--- src/pls_cfg.svh ---
// Constants for the power loss restart sequencer.
`ifndef PLS_CFG_SVH
`define PLS_CFG_SVH
`define PLS_ADR_CTRL      8'h00
`define PLS_ADR_START     8'h04
`define PLS_ADR_OUTAGE    8'h08
`define PLS_ADR_STATUS    8'h0C
`define PLS_ADR_INTSTAT   8'h10
`define PLS_ADR_INTMASK   8'h14
`define PLS_ADR_LATCHED   8'h18
`define PLS_CTRL_MODE     2:0
`define PLS_CTRL_SRC      5:4
`define PLS_CTRL_SEARCH   8
`define PLS_CTRL_ACLR     16
`define PLS_CTRL_MASK     32'h0000_0137
`define PLS_START_MASK    32'h0000_FFFF
`define PLS_OUTAGE_MASK   32'h0000_03FF
`define PLS_CTRL_RST      32'h0000_0000
`define PLS_START_RST     32'h0000_0000
`define PLS_OUTAGE_RST    32'h0000_03E7
`define PLS_MODE_TRIP     3'h0
`define PLS_MODE_TRIPREC  3'h1
`define PLS_MODE_RESUME   3'h4
`define PLS_MODE_START    3'h5
`define PLS_SRC_FIX_FWD   2'h2
`define PLS_SRC_FIX_REV   2'h3
`define PLS_OUTAGE_NOLIM  10'h3E7
`define PLS_EV_OUTAGE     0
`define PLS_EV_ALARM      1
`define PLS_EV_RESTART    2
`define PLS_EV_CANCEL     3
`define PLS_EV_W          4
`define PLS_CLK_HZ        20000000
`define PLS_TICK_MS       100
`define PLS_TICK_CYCLES   (`PLS_CLK_HZ / 1000 * `PLS_TICK_MS)
`define PLS_TICK_W        22
`define PLS_WAIT_MS       2000
`define PLS_WAIT_TICKS    5'(`PLS_WAIT_MS / `PLS_TICK_MS)
`endif

--- src/pls_pkg.sv ---
// Types shared by the power loss restart sequencer.
package pls_pkg;
	typedef enum logic [2:0] {
		ST_NORMAL,
		ST_TRIP,
		ST_PENDING,
		ST_CHARGE,
		ST_WAIT
	} pls_state_e;
	typedef enum logic [1:0] {
		FSEL_NORMAL,
		FSEL_LATCHED,
		FSEL_START
	} pls_fsel_e;
endpackage : pls_pkg

--- src/pls_restart_seq.sv ---
// Power loss restart sequencer with a classic Wishbone register slave.
// Summary of operation
// Mode 0: undervoltage while running raises alarm at once and cuts output.
// Mode 1: cut output without alarm; alarm when power returns, output stays off.
// Mode 4: latch running frequency at undervoltage, then cut output.
// Mode 4: run command at power return resumes at the latched frequency.
// Mode 5: restart at the starting frequency setting after power and run command.
// Failure recognised only for undervoltage while output runs; shallow dips ignored.
// Failure enters pending restart; returned power passes charging before ready.
// When ready, wait up to 2 s for run command, then restart per mode.
// No run command within 2 s cancels pending restart; normal start follows.
// Source 2 or 3 keeps run state and restarts as soon as ready.
// Keypad run with terminal direction, source 0, still uses the 2 s wait.
// Outside controller should reassert run within 2 s or latch it.
// Restart may request idle speed search of the coasting motor.
// Allowable outage time expiry cancels the wait, even inside 2 s.
// Coast stop command during failure cancels pending restart.
// The 2 s window counts timebase ticks, cleared on entering ready.
//
// Added by the designer: the placing of the registers and the Wishbone slave port.
`include "pls_cfg.svh"
module pls_restart_seq #(
	parameter int TICK_CYCLES = `PLS_TICK_CYCLES
) (
	// Clock and reset.
	input  wire logic        clk_i,
	input  wire logic        rst_i,
	// Wishbone slave.
	input  wire logic        wb_cyc_i,
	input  wire logic        wb_stb_i,
	input  wire logic        wb_we_i,
	input  wire logic [7:0]  wb_adr_i,
	input  wire logic [3:0]  wb_sel_i,
	input  wire logic [31:0] wb_dat_i,
	output logic      [31:0] wb_dat_o,
	output logic             wb_ack_o,
	// Power stage and command inputs.
	input  wire logic        dc_undervolt_i,
	input  wire logic        charge_done_i,
	input  wire logic        dc_restart_low_i,
	input  wire logic [15:0] output_freq_i,
	input  wire logic        forward_run_cmd_i,
	input  wire logic        reverse_run_cmd_i,
	input  wire logic        coast_stop_cmd_i,
	// Drive control outputs.
	output logic             out_en_o,
	output logic      [1:0]  freq_sel_o,
	output logic      [15:0] restart_freq_o,
	output logic             restart_o,
	output logic             idle_search_o,
	output logic             uv_alarm_o,
	output logic             irq_o
);
	// ****************************************
	// Declarations.
	// ****************************************
	function automatic logic [31:0] pls_merge(input logic [31:0] old_v, input logic [31:0] new_v,
		input logic [3:0] sel, input logic [31:0] mask);
		logic [31:0] lanes;
		lanes = {{8{sel[3]}}, {8{sel[2]}}, {8{sel[1]}}, {8{sel[0]}}};
		return ((old_v & ~lanes) | (new_v & lanes)) & mask;
	endfunction : pls_merge
	logic [31:0] ctrl, next_ctrl, start_frq, next_start_frq, outage, next_outage_reg;
	logic [31:0] next_rdat;
	logic        next_ack;
	logic [`PLS_EV_W-1:0] int_stat, next_int_stat, int_mask, next_int_mask, ev;
	logic        wr, alarm_clr;
	pls_pkg::pls_state_e state, next_state;
	pls_pkg::pls_fsel_e  fsel, next_fsel;
	logic        out_en, next_out_en, hold, next_hold, alarm, next_alarm;
	logic        next_restart, next_search;
	logic [15:0] latched, next_latched, rfreq, next_rfreq;
	logic [4:0]  win_cnt, next_win;
	logic [9:0]  outage_cnt, next_outage;
	logic [`PLS_TICK_W-1:0] tick_cnt, next_tick_cnt;
	logic        tick, run_cmd, retained, recog, expired, cancel;
	logic [2:0]  mode;
	assign mode = ctrl[`PLS_CTRL_MODE];
	assign run_cmd = forward_run_cmd_i | reverse_run_cmd_i;
	assign retained = (ctrl[`PLS_CTRL_SRC] == `PLS_SRC_FIX_FWD) ||
		(ctrl[`PLS_CTRL_SRC] == `PLS_SRC_FIX_REV);
	assign recog = (state == pls_pkg::ST_NORMAL) && dc_undervolt_i && out_en;
	assign expired = (outage[9:0] == `PLS_OUTAGE_NOLIM) ? dc_restart_low_i :
		(outage_cnt >= outage[9:0]);
	assign cancel = coast_stop_cmd_i | expired;
	assign tick = (tick_cnt == `PLS_TICK_W'(TICK_CYCLES - 1));

	// ****************************************
	// Register bus.
	// ****************************************
	assign wr = wb_cyc_i & wb_stb_i & wb_we_i & wb_ack_o;
	assign alarm_clr = wr && (wb_adr_i == `PLS_ADR_CTRL) && wb_sel_i[2] && wb_dat_i[`PLS_CTRL_ACLR];
	always_comb begin
		next_ack = wb_cyc_i & wb_stb_i & ~wb_ack_o;
		next_rdat = wb_dat_o;
		next_ctrl = ctrl;
		next_start_frq = start_frq;
		next_outage_reg = outage;
		next_int_mask = int_mask;
		next_int_stat = int_stat;
		if (next_ack && !wb_we_i) begin
			unique case (wb_adr_i)
				`PLS_ADR_CTRL:    next_rdat = ctrl;
				`PLS_ADR_START:   next_rdat = start_frq;
				`PLS_ADR_OUTAGE:  next_rdat = outage;
				`PLS_ADR_STATUS:  next_rdat = {25'h0, fsel, alarm, out_en, state};
				`PLS_ADR_INTSTAT: next_rdat = {28'h0, int_stat};
				`PLS_ADR_INTMASK: next_rdat = {28'h0, int_mask};
				`PLS_ADR_LATCHED: next_rdat = {16'h0, latched};
				default:          next_rdat = 32'h0000_0000;
			endcase
		end
		if (wr) begin
			unique case (wb_adr_i)
				`PLS_ADR_CTRL:    next_ctrl = pls_merge(ctrl, wb_dat_i, wb_sel_i, `PLS_CTRL_MASK);
				`PLS_ADR_START:   next_start_frq = pls_merge(start_frq, wb_dat_i, wb_sel_i,
					`PLS_START_MASK);
				`PLS_ADR_OUTAGE:  next_outage_reg = pls_merge(outage, wb_dat_i, wb_sel_i,
					`PLS_OUTAGE_MASK);
				`PLS_ADR_INTSTAT: begin
					if (wb_sel_i[0]) begin
						next_int_stat = int_stat & ~wb_dat_i[`PLS_EV_W-1:0];
					end
				end
				`PLS_ADR_INTMASK: begin
					if (wb_sel_i[0]) begin
						next_int_mask = wb_dat_i[`PLS_EV_W-1:0];
					end
				end
				default: begin
				end
			endcase
		end
		next_int_stat = next_int_stat | ev;
	end

	always_ff @(posedge clk_i) begin
		if (rst_i) begin
			wb_ack_o <= 1'b0;
			wb_dat_o <= 32'h0000_0000;
			ctrl <= `PLS_CTRL_RST;
			start_frq <= `PLS_START_RST;
			outage <= `PLS_OUTAGE_RST;
			int_stat <= '0;
			int_mask <= '0;
		end else begin
			wb_ack_o <= next_ack;
			wb_dat_o <= next_rdat;
			ctrl <= next_ctrl;
			start_frq <= next_start_frq;
			outage <= next_outage_reg;
			int_stat <= next_int_stat;
			int_mask <= next_int_mask;
		end
	end

	assign irq_o = |(int_stat & int_mask);
	// ****************************************
	// Restart sequencer.
	// ****************************************
	always_comb begin
		next_tick_cnt = tick ? '0 : tick_cnt + `PLS_TICK_W'(1);
		next_state = state;
		next_out_en = out_en;
		next_hold = hold;
		next_alarm = alarm;
		next_latched = latched;
		next_fsel = fsel;
		next_rfreq = rfreq;
		next_restart = 1'b0;
		next_search = 1'b0;
		next_win = win_cnt;
		next_outage = outage_cnt;
		ev = '0;
		if (tick && outage_cnt != 10'h3FF) begin
			next_outage = outage_cnt + 10'h001;
		end
		unique case (state)
			pls_pkg::ST_NORMAL: begin
				if (recog) begin
					next_out_en = 1'b0;
					next_hold = 1'b0;
					next_outage = 10'h000;
					ev[`PLS_EV_OUTAGE] = 1'b1;
					if (mode == `PLS_MODE_RESUME) begin
						next_latched = output_freq_i;
						next_state = pls_pkg::ST_PENDING;
					end else if (mode == `PLS_MODE_START || mode == `PLS_MODE_TRIPREC) begin
						next_state = pls_pkg::ST_PENDING;
					end else begin
						next_alarm = 1'b1;
						ev[`PLS_EV_ALARM] = 1'b1;
						next_state = pls_pkg::ST_TRIP;
					end
				end else begin
					if (coast_stop_cmd_i) begin
						next_hold = 1'b0;
					end
					next_out_en = (run_cmd | hold) & ~coast_stop_cmd_i & ~dc_undervolt_i & ~alarm;
					if (!next_out_en) begin
						next_fsel = pls_pkg::FSEL_NORMAL;
					end
				end
			end
			pls_pkg::ST_TRIP: begin
				next_out_en = 1'b0;
				if (alarm_clr) begin
					next_alarm = 1'b0;
					next_state = pls_pkg::ST_NORMAL;
				end
			end
			pls_pkg::ST_PENDING: begin
				if (!dc_undervolt_i && mode == `PLS_MODE_TRIPREC) begin
					next_alarm = 1'b1;
					ev[`PLS_EV_ALARM] = 1'b1;
					next_state = pls_pkg::ST_TRIP;
				end else if (cancel) begin
					ev[`PLS_EV_CANCEL] = 1'b1;
					next_state = pls_pkg::ST_NORMAL;
				end else if (!dc_undervolt_i) begin
					next_state = pls_pkg::ST_CHARGE;
				end
			end
			pls_pkg::ST_CHARGE: begin
				if (dc_undervolt_i) begin
					next_state = pls_pkg::ST_PENDING;
				end else if (cancel) begin
					ev[`PLS_EV_CANCEL] = 1'b1;
					next_state = pls_pkg::ST_NORMAL;
				end else if (charge_done_i) begin
					next_win = 5'h00;
					next_state = pls_pkg::ST_WAIT;
				end
			end
			pls_pkg::ST_WAIT: begin
				if (dc_undervolt_i) begin
					next_state = pls_pkg::ST_PENDING;
				end else if (cancel) begin
					ev[`PLS_EV_CANCEL] = 1'b1;
					next_state = pls_pkg::ST_NORMAL;
				end else if (run_cmd || retained) begin
					next_out_en = 1'b1;
					next_hold = retained;
					next_restart = 1'b1;
					next_search = ctrl[`PLS_CTRL_SEARCH];
					ev[`PLS_EV_RESTART] = 1'b1;
					if (mode == `PLS_MODE_RESUME) begin
						next_fsel = pls_pkg::FSEL_LATCHED;
						next_rfreq = latched;
					end else begin
						next_fsel = pls_pkg::FSEL_START;
						next_rfreq = start_frq[15:0];
					end
					next_state = pls_pkg::ST_NORMAL;
				end else if (tick) begin
					if (win_cnt == `PLS_WAIT_TICKS - 5'h01) begin
						ev[`PLS_EV_CANCEL] = 1'b1;
						next_state = pls_pkg::ST_NORMAL;
					end else begin
						next_win = win_cnt + 5'h01;
					end
				end
			end
			default: next_state = pls_pkg::ST_NORMAL;
		endcase
	end

	always_ff @(posedge clk_i) begin
		if (rst_i) begin
			tick_cnt <= '0;
			state <= pls_pkg::ST_NORMAL;
			out_en <= 1'b0;
			hold <= 1'b0;
			alarm <= 1'b0;
			latched <= 16'h0000;
			fsel <= pls_pkg::FSEL_NORMAL;
			rfreq <= 16'h0000;
			restart_o <= 1'b0;
			idle_search_o <= 1'b0;
			win_cnt <= 5'h00;
			outage_cnt <= 10'h000;
		end else begin
			tick_cnt <= next_tick_cnt;
			state <= next_state;
			out_en <= next_out_en;
			hold <= next_hold;
			alarm <= next_alarm;
			latched <= next_latched;
			fsel <= next_fsel;
			rfreq <= next_rfreq;
			restart_o <= next_restart;
			idle_search_o <= next_search;
			win_cnt <= next_win;
			outage_cnt <= next_outage;
		end
	end

	assign out_en_o = out_en;
	assign freq_sel_o = fsel;
	assign restart_freq_o = rfreq;
	assign uv_alarm_o = alarm;

	// ****************************************
	// Assertions.
	// ****************************************
	trip_alarm_a: assert property (@(posedge clk_i) disable iff (rst_i)
		recog && mode == `PLS_MODE_TRIP |=> uv_alarm_o && !out_en_o && state == pls_pkg::ST_TRIP)
		else $error("Mode 0 failure did not trip.");
	quiet_cut_a: assert property (@(posedge clk_i) disable iff (rst_i)
		(recog && mode == `PLS_MODE_TRIPREC |=> !uv_alarm_o && !out_en_o) and
		(state == pls_pkg::ST_PENDING && mode == `PLS_MODE_TRIPREC && !dc_undervolt_i
		|=> uv_alarm_o && !out_en_o))
		else $error("Mode 1 alarm timing wrong.");
	freq_latch_a: assert property (@(posedge clk_i) disable iff (rst_i)
		recog && mode == `PLS_MODE_RESUME |=> latched == $past(output_freq_i) && !out_en_o)
		else $error("Frequency not latched on failure.");
	resume_freq_a: assert property (@(posedge clk_i) disable iff (rst_i)
		state == pls_pkg::ST_WAIT && run_cmd && !cancel && !dc_undervolt_i &&
		mode == `PLS_MODE_RESUME |=> out_en_o && restart_o && restart_freq_o == latched &&
		freq_sel_o == pls_pkg::FSEL_LATCHED)
		else $error("Resume not at latched frequency.");
	start_freq_a: assert property (@(posedge clk_i) disable iff (rst_i)
		state == pls_pkg::ST_WAIT && run_cmd && !cancel && !dc_undervolt_i &&
		mode == `PLS_MODE_START |=> out_en_o && restart_freq_o == $past(start_frq[15:0]) &&
		freq_sel_o == pls_pkg::FSEL_START)
		else $error("Restart not at starting frequency.");
	dip_ignore_a: assert property (@(posedge clk_i) disable iff (rst_i)
		state == pls_pkg::ST_NORMAL && !(dc_undervolt_i && out_en_o) && !int_stat[`PLS_EV_OUTAGE]
		|=> state == pls_pkg::ST_NORMAL && !int_stat[`PLS_EV_OUTAGE])
		else $error("Failure recognised without cause.");
	charge_first_a: assert property (@(posedge clk_i) disable iff (rst_i)
		$rose(state == pls_pkg::ST_WAIT) |-> $past(state) == pls_pkg::ST_CHARGE && win_cnt == 5'h00)
		else $error("Ready reached without charging.");
	window_end_a: assert property (@(posedge clk_i) disable iff (rst_i)
		state == pls_pkg::ST_WAIT && tick && win_cnt == `PLS_WAIT_TICKS - 5'h01 && !run_cmd &&
		!retained && !cancel && !dc_undervolt_i |=> state == pls_pkg::ST_NORMAL && !out_en_o)
		else $error("Window expiry did not cancel.");
	fixed_dir_a: assert property (@(posedge clk_i) disable iff (rst_i)
		state == pls_pkg::ST_WAIT && retained && !cancel && !dc_undervolt_i |=> out_en_o ##1 out_en_o
		|| coast_stop_cmd_i || dc_undervolt_i || $past(coast_stop_cmd_i) || $past(dc_undervolt_i))
		else $error("Retained run did not restart.");
	cancel_path_a: assert property (@(posedge clk_i) disable iff (rst_i)
		(state == pls_pkg::ST_CHARGE || state == pls_pkg::ST_WAIT) && cancel && !dc_undervolt_i
		|=> state == pls_pkg::ST_NORMAL && int_stat[`PLS_EV_CANCEL])
		else $error("Cancel did not leave pending restart.");
endmodule : pls_restart_seq

--- config.mk ---
export PLATFORM = sky130hd
export DESIGN_NAME = pls_restart_seq
export DESIGN_NICKNAME = d
export VERILOG_FILES = /design/src/pls_pkg.sv /design/src/pls_restart_seq.sv
export VERILOG_INCLUDE_DIRS = /design/src
export SDC_FILE = /design/constraint.sdc
export NUM_CORES = 1
export LEC_CHECK = 0
export BUFFER_PORTS_ARGS = -buffer_cell sky130_fd_sc_hd__buf_2
export CORE_UTILIZATION = 60
export DETAILED_ROUTE_END_ITERATION = 6
export PLACE_DENSITY = 0.86
export SLEW_MARGIN = 20
export SYNTH_ARGS = -nofsm -noshare
export SYNTH_HDL_FRONTEND = slang
export SYNTH_SLANG_ARGS = --single-unit
--- constraint.sdc ---
create_clock -name clk_i -period 5.75 [get_ports clk_i]
set_input_delay 1.15 -clock clk_i [delete_from_list [all_inputs] [get_ports clk_i]]
set_output_delay 1.15 -clock clk_i [all_outputs]
set_load 0.005 [all_outputs]
Word-level counts from Yosys, hierarchy flattened
Cells that the tools add are included.

Input bits: 71. Register bits: 152. Output and inout port bits: 56. Logic and storage cells: 203.

Add/subtract/negate cells: 3. Eq/ne operators: 40. Order comparisons: 1. Reductions and logical operators: 35. Bitwise operators: 29. Muxes and demuxes: 76.

Operators by type and width (count): case mux 16 bit (7 select lines) (1); 2-to-1 mux 5 bit (8); 2-to-1 mux 3 bit (13); AND 16 bit (2); != test 2 bit, second input constant (16); 2-to-1 mux 10 bit (3); 2-to-1 mux 1 bit (29); equality test 8 x 5 -> 1 bit, second input constant (3); adder 22 x 1 -> 22 bit, second input constant (1); equality test 22 x 21 -> 1 bit, second input constant (1); 2-to-1 mux 2 bit (10); AND reduction 6 bit (3); equality test 8 x 4 -> 1 bit, second input constant (2); 2-to-1 mux 16 bit (1); NOT 16 bit (1); OR 16 bit (1); case mux 3 bit (5 select lines) (1); 2-to-1 mux 4 bit (3); adder 10 x 1 -> 10 bit, second input constant (1); AND 10 bit (1); equality test 10 bit, second input constant (1); >= comparator 10 bit (1); != test 10 bit, second input constant (1); != test 5 bit, second input constant (2); other kinds (38) (78).

Longest topological paths before layout
Depth in word-level cells: 8. Mapped depth: 10.

Worst setup path after synthesis
No wires, ideal clock.

Path type: in2reg. From: input wb_adr_i[0]. To: register state[0]. Path slack: 2579 ps. Data required time: 5680 ps. Stages on the path: 8. Buffers on the path: 1. Arrival time: 3101 ps. Cells stage by stage: or4_4 -> or4_1 -> buf_2 -> nor3_2 -> or4_2 -> inv_1 -> or4_1 -> a21oi_1.

Word-level cells in the longest chain between the ends: 6.

Ends and longest elaborated chain: from (decl) (line pls_restart_seq.sv:32) `input wire logic [7:0] wb_adr_i,`; zero test 8 bit; logical AND 1 bit (3 in a row) (line pls_restart_seq.sv:92) `` assign alarm_clr = wr && (wb_adr_i == `PLS_ADR_CTRL) && wb_sel_i[2] && wb_dat_i[`PLS_CTRL_ACLR]; ``; != test 2 bit (no line); AND reduction 6 bit (no line); to (signal assigned) (line pls_restart_seq.sv:271) `state <= pls_pkg::ST_NORMAL;`; to (signal assigned) (line pls_restart_seq.sv:284) `state <= next_state;`; to (decl) (line pls_restart_seq.sv:68) `pls_pkg::pls_state_e state, next_state;`.

No other way between the ends. A chain may end at the register's enable or synchronous reset.

Final worst setup path
From: input wb_adr_i[0]. To: register wb_dat_o[8].

Word-level cells in the longest chain between the ends: 2. Elaborated cells on any way between the ends: 8. Those cells by class: eq/ne (6); mux (1); reduce/logical (1).

Ends and longest elaborated chain: equality test 8 x 5 -> 1 bit, or another cell as far along (line pls_restart_seq.sv:102) `unique case (wb_adr_i)`; case mux 16 bit (7 select lines) (*) (line pls_restart_seq.sv:102); to (signal assigned) (line pls_restart_seq.sv:148) `wb_dat_o <= next_rdat;`; to (decl) (line pls_restart_seq.sv:35) `output logic [31:0] wb_dat_o,`.

Mark *: on every way between the ends. The rest lies on a longest branch, timed or not.

==> impl_metrics.tcl <==
set metrics [dict create \
    root_buffer "clkbuf_8" \
    synthCells 781 \
    synth.avg_cell_area_um2 8.31 \
    cts_made_buffers 17 \
    setup_viol 0 \
    rr_startpoint "tick_cnt[0]$_SDFF_PP0_" \
    rsz0062_at_grt "false" \
    ys_seq_area_frac 0.420 \
    postCtsSetupRepairBufs 0 \
    synth_edf_count 0 \
    drc 4 \
    synth-xor-area-share 0.0405 \
    fp-row-count 37 \
    grt_usage 0.308 \
    syn_to_final_growth_pct 15.7 \
    grt_pass1_vias 5721 \
    gp_congestion 0.890 \
    worst-endpoint-required_ns 6.21 \
    cts-htree-levels 4 \
    power_leakage_nw 2.89 \
    critPathArrivalTime_ns 3.72 \
    synthAdderAreaFrac 0.0251 \
    ir_drop_mv 0.196 \
    drive_above_1_share 0.165 \
    overflow 0 \
    fin_crit_sh 0.568 \
    outcome "finished, violations left" \
    io_pins 127 \
    synthMuxAreaShare 0.0820 \
    clk_pin_slew_ns 0.06 \
    detail-route-antenna-nets 0 \
    setup_tns_ns 0 \
    min_from "wb_ack_o$_SDFF_PP0_" \
    worstMarginPinSlew_ns 1.07 \
    cp-end-kind "register" \
    synth-compound-area-share 0.135 \
    startpoint_type "input pin" \
    initial_utilization 0.623 \
    die_y_um 106 \
    synth-seq-cells 136 \
    synth_top_family_by_area "simple AND/OR/NAND/NOR gates" \
    via_per_inst 5.94 \
    synth_ff_type "dfxtp_1" \
    synth.yosys.warnings 0 \
    holdBufCountCts 0 \
    slew_violations 0 \
    cts_resized 0 \
    finClkSkew_ns 0.00691 \
    crit_path_start "wb_adr_i[0]" \
    final_nets 938 \
    fmax_mhz 306 \
    grt_max_degree 93 \
    hold_violations 0 \
    clkSinkCount 136 \
    ys_async_sr_fraction 0 \
    insertedDiodeCount 0 \
    grt_pass1_wl_um 27400 \
    yosys.cell_types.count 56 \
    maxCapViolations 0 \
    pwr_density_cell_mw_per_mm2 276 \
    r2r_cells 8 \
    cts_max_path_buffers 2 \
    hold_depth 1 \
    cp_max_fo 16 \
    worstSkewPairLatency_ns 0.53 \
    criticalPathCategory "in -> reg" \
    min_period_ns 3.26 \
    syn_area_mm2 0.00649 \
    cts_tree "yes" \
    max_slew_margin 0.285 \
    synthSimpleGateAreaFrac 0.239 \
    antenna_found_initial 0 \
    wl_um 16600 \
    hpwlAfterDp_um 11400 \
    core_mm2 0.0104 \
    hp-class "reg -> reg" \
    hold_slack_ns 0.451 \
    wl_per_cell_um 16.6 \
    vias 5961 \
    port_buffers 94 \
    drt-pass1-iter-count 7 \
    drt_iter0_markers 496 \
    failed_checks "design-rule violations" \
    dieArea_mm2 0.0112 \
    fp.dieW_um 106 \
]
-- where the power goes --
part / leakage [nW] / internal [mW] / switching [mW]
Clock: 0.282 / 0.621 / 0.427
Sequential: 1.10 / 0.945 / 0.00395
Combinational: 1.52 / 0.0250 / 0.0496
Total: 2.89 / 1.59 / 0.480
-- cell usage after synthesis, drive strengths merged (2+ instances only) --
cell type  number  area [um2]
nor2          130         488
ha             13         163
clkbuf         31         116
and4            5        43.8
a211oi         18         135
nand4b          4        35.0
nor4b           3        26.3
xor2           19         166
and3            9        56.3
or3             4        25.0
nand2b          8        50.1
buf            30         184
or2             3        18.8
o221ai          3        26.3
nand2          91         342
o22ai           2        12.5
o211ai          5        37.5
nor2b           2        12.5
dfxtp         136        2720
xnor2          11        96.3
nand4          13        81.3
mux2i          52         521
a222oi          6        60.1
o21ai          12        60.1
inv            21        78.8
a22oi          16         120
nor3           14        80.1
a221oi          2        17.5
nand3          20         100
or4             5        42.5
a31oi           8        50.1
a21oi          51         255
nor3b           3        22.5
and2            7        43.8
o41ai           3        26.3
nor4            8        62.6
-- per-layer routing --
| layer | track usage | up-vias | share of wire |
|---|---|---|---|
| met3 | 0.0742 | 42 | 0.064 |
| met1 | 0.385 | 2820 | 0.43 |
| li1 | - | 2846 | - |
| met5 | 0 | - | 0 |
| met4 | 0.135 | 0 | 0.027 |
| met2 | 0.507 | 253 | 0.48 |
-- per-stage QoR --
stage	total power, mW	cell area, um2	utilization	cells	setup slack [ns]
floorplan	1.02	6540	-	796	2.58
global route	2.13	7510	0.721	1003	2.28
finish	2.07	7510	0.721	1003	2.49
detailed placement	1.04	6940	0.667	971	2.09
CTS	2.07	7510	0.721	1003	2.56
global placement	1.04	6940	0.667	971	2.13
-- cells in the final DEF, fill, tap and decap left out, drive strengths merged, types with 9 or more instances in the layout --
master and n:
nand2 91, nor2 130, nor3 14, a211oi 18, o21ai 12, nand4 13, mux2i 52, dfxtp 136
inv 26, xor2 19, ha 13, clkbuf 18, conb 16, a21oi 51, a22oi 16, and3 9
nand3 20, xnor2 11, buf 100
-- final cells by class --
cell class              instances  area, um2
fillers                       750       2910
multi-input cells             578       3460
repair buffers                100        515
clock buffers                  18        418
inverters                      21       78.8
clock inverters                14        148
flip-flops and latches        136       2720
well taps                     136        170
-- critical path, stage by stage --
cell and delay (ns):
buf_2 0.10, or4_4 0.54, or2_2 0.35, nor3_2 0.86, a222oi_1 0.23, a21oi_1 0.28, a21oi_1 0.09, nor2_1 0.12
-- cell families after synthesis --
family                   Yosys count
adder cells (fa/ha/maj)           13
XOR/XNOR                          30
buffers and inverters             82
AO/OA/AOI/OAI                    135
AND/OR/NAND/NOR                  331
multiplexers                      53
other                              1
flip-flops                       136
-- final timing paths --
| path | to | slack [ns] |
|---|---|---|
| setup / recovery | wb_dat_o[8]$_SDFFE_PP0P_ | 2.49 |
| hold / removal | wb_ack_o$_SDFF_PP0_ | 0.45 |
| setup reg to reg | win_cnt[3]$_SDFFE_PP0P_ | 2.94 |
| hold reg to reg | wb_ack_o$_SDFF_PP0_ | 0.45 |
(Power assumes the default switching activity.)
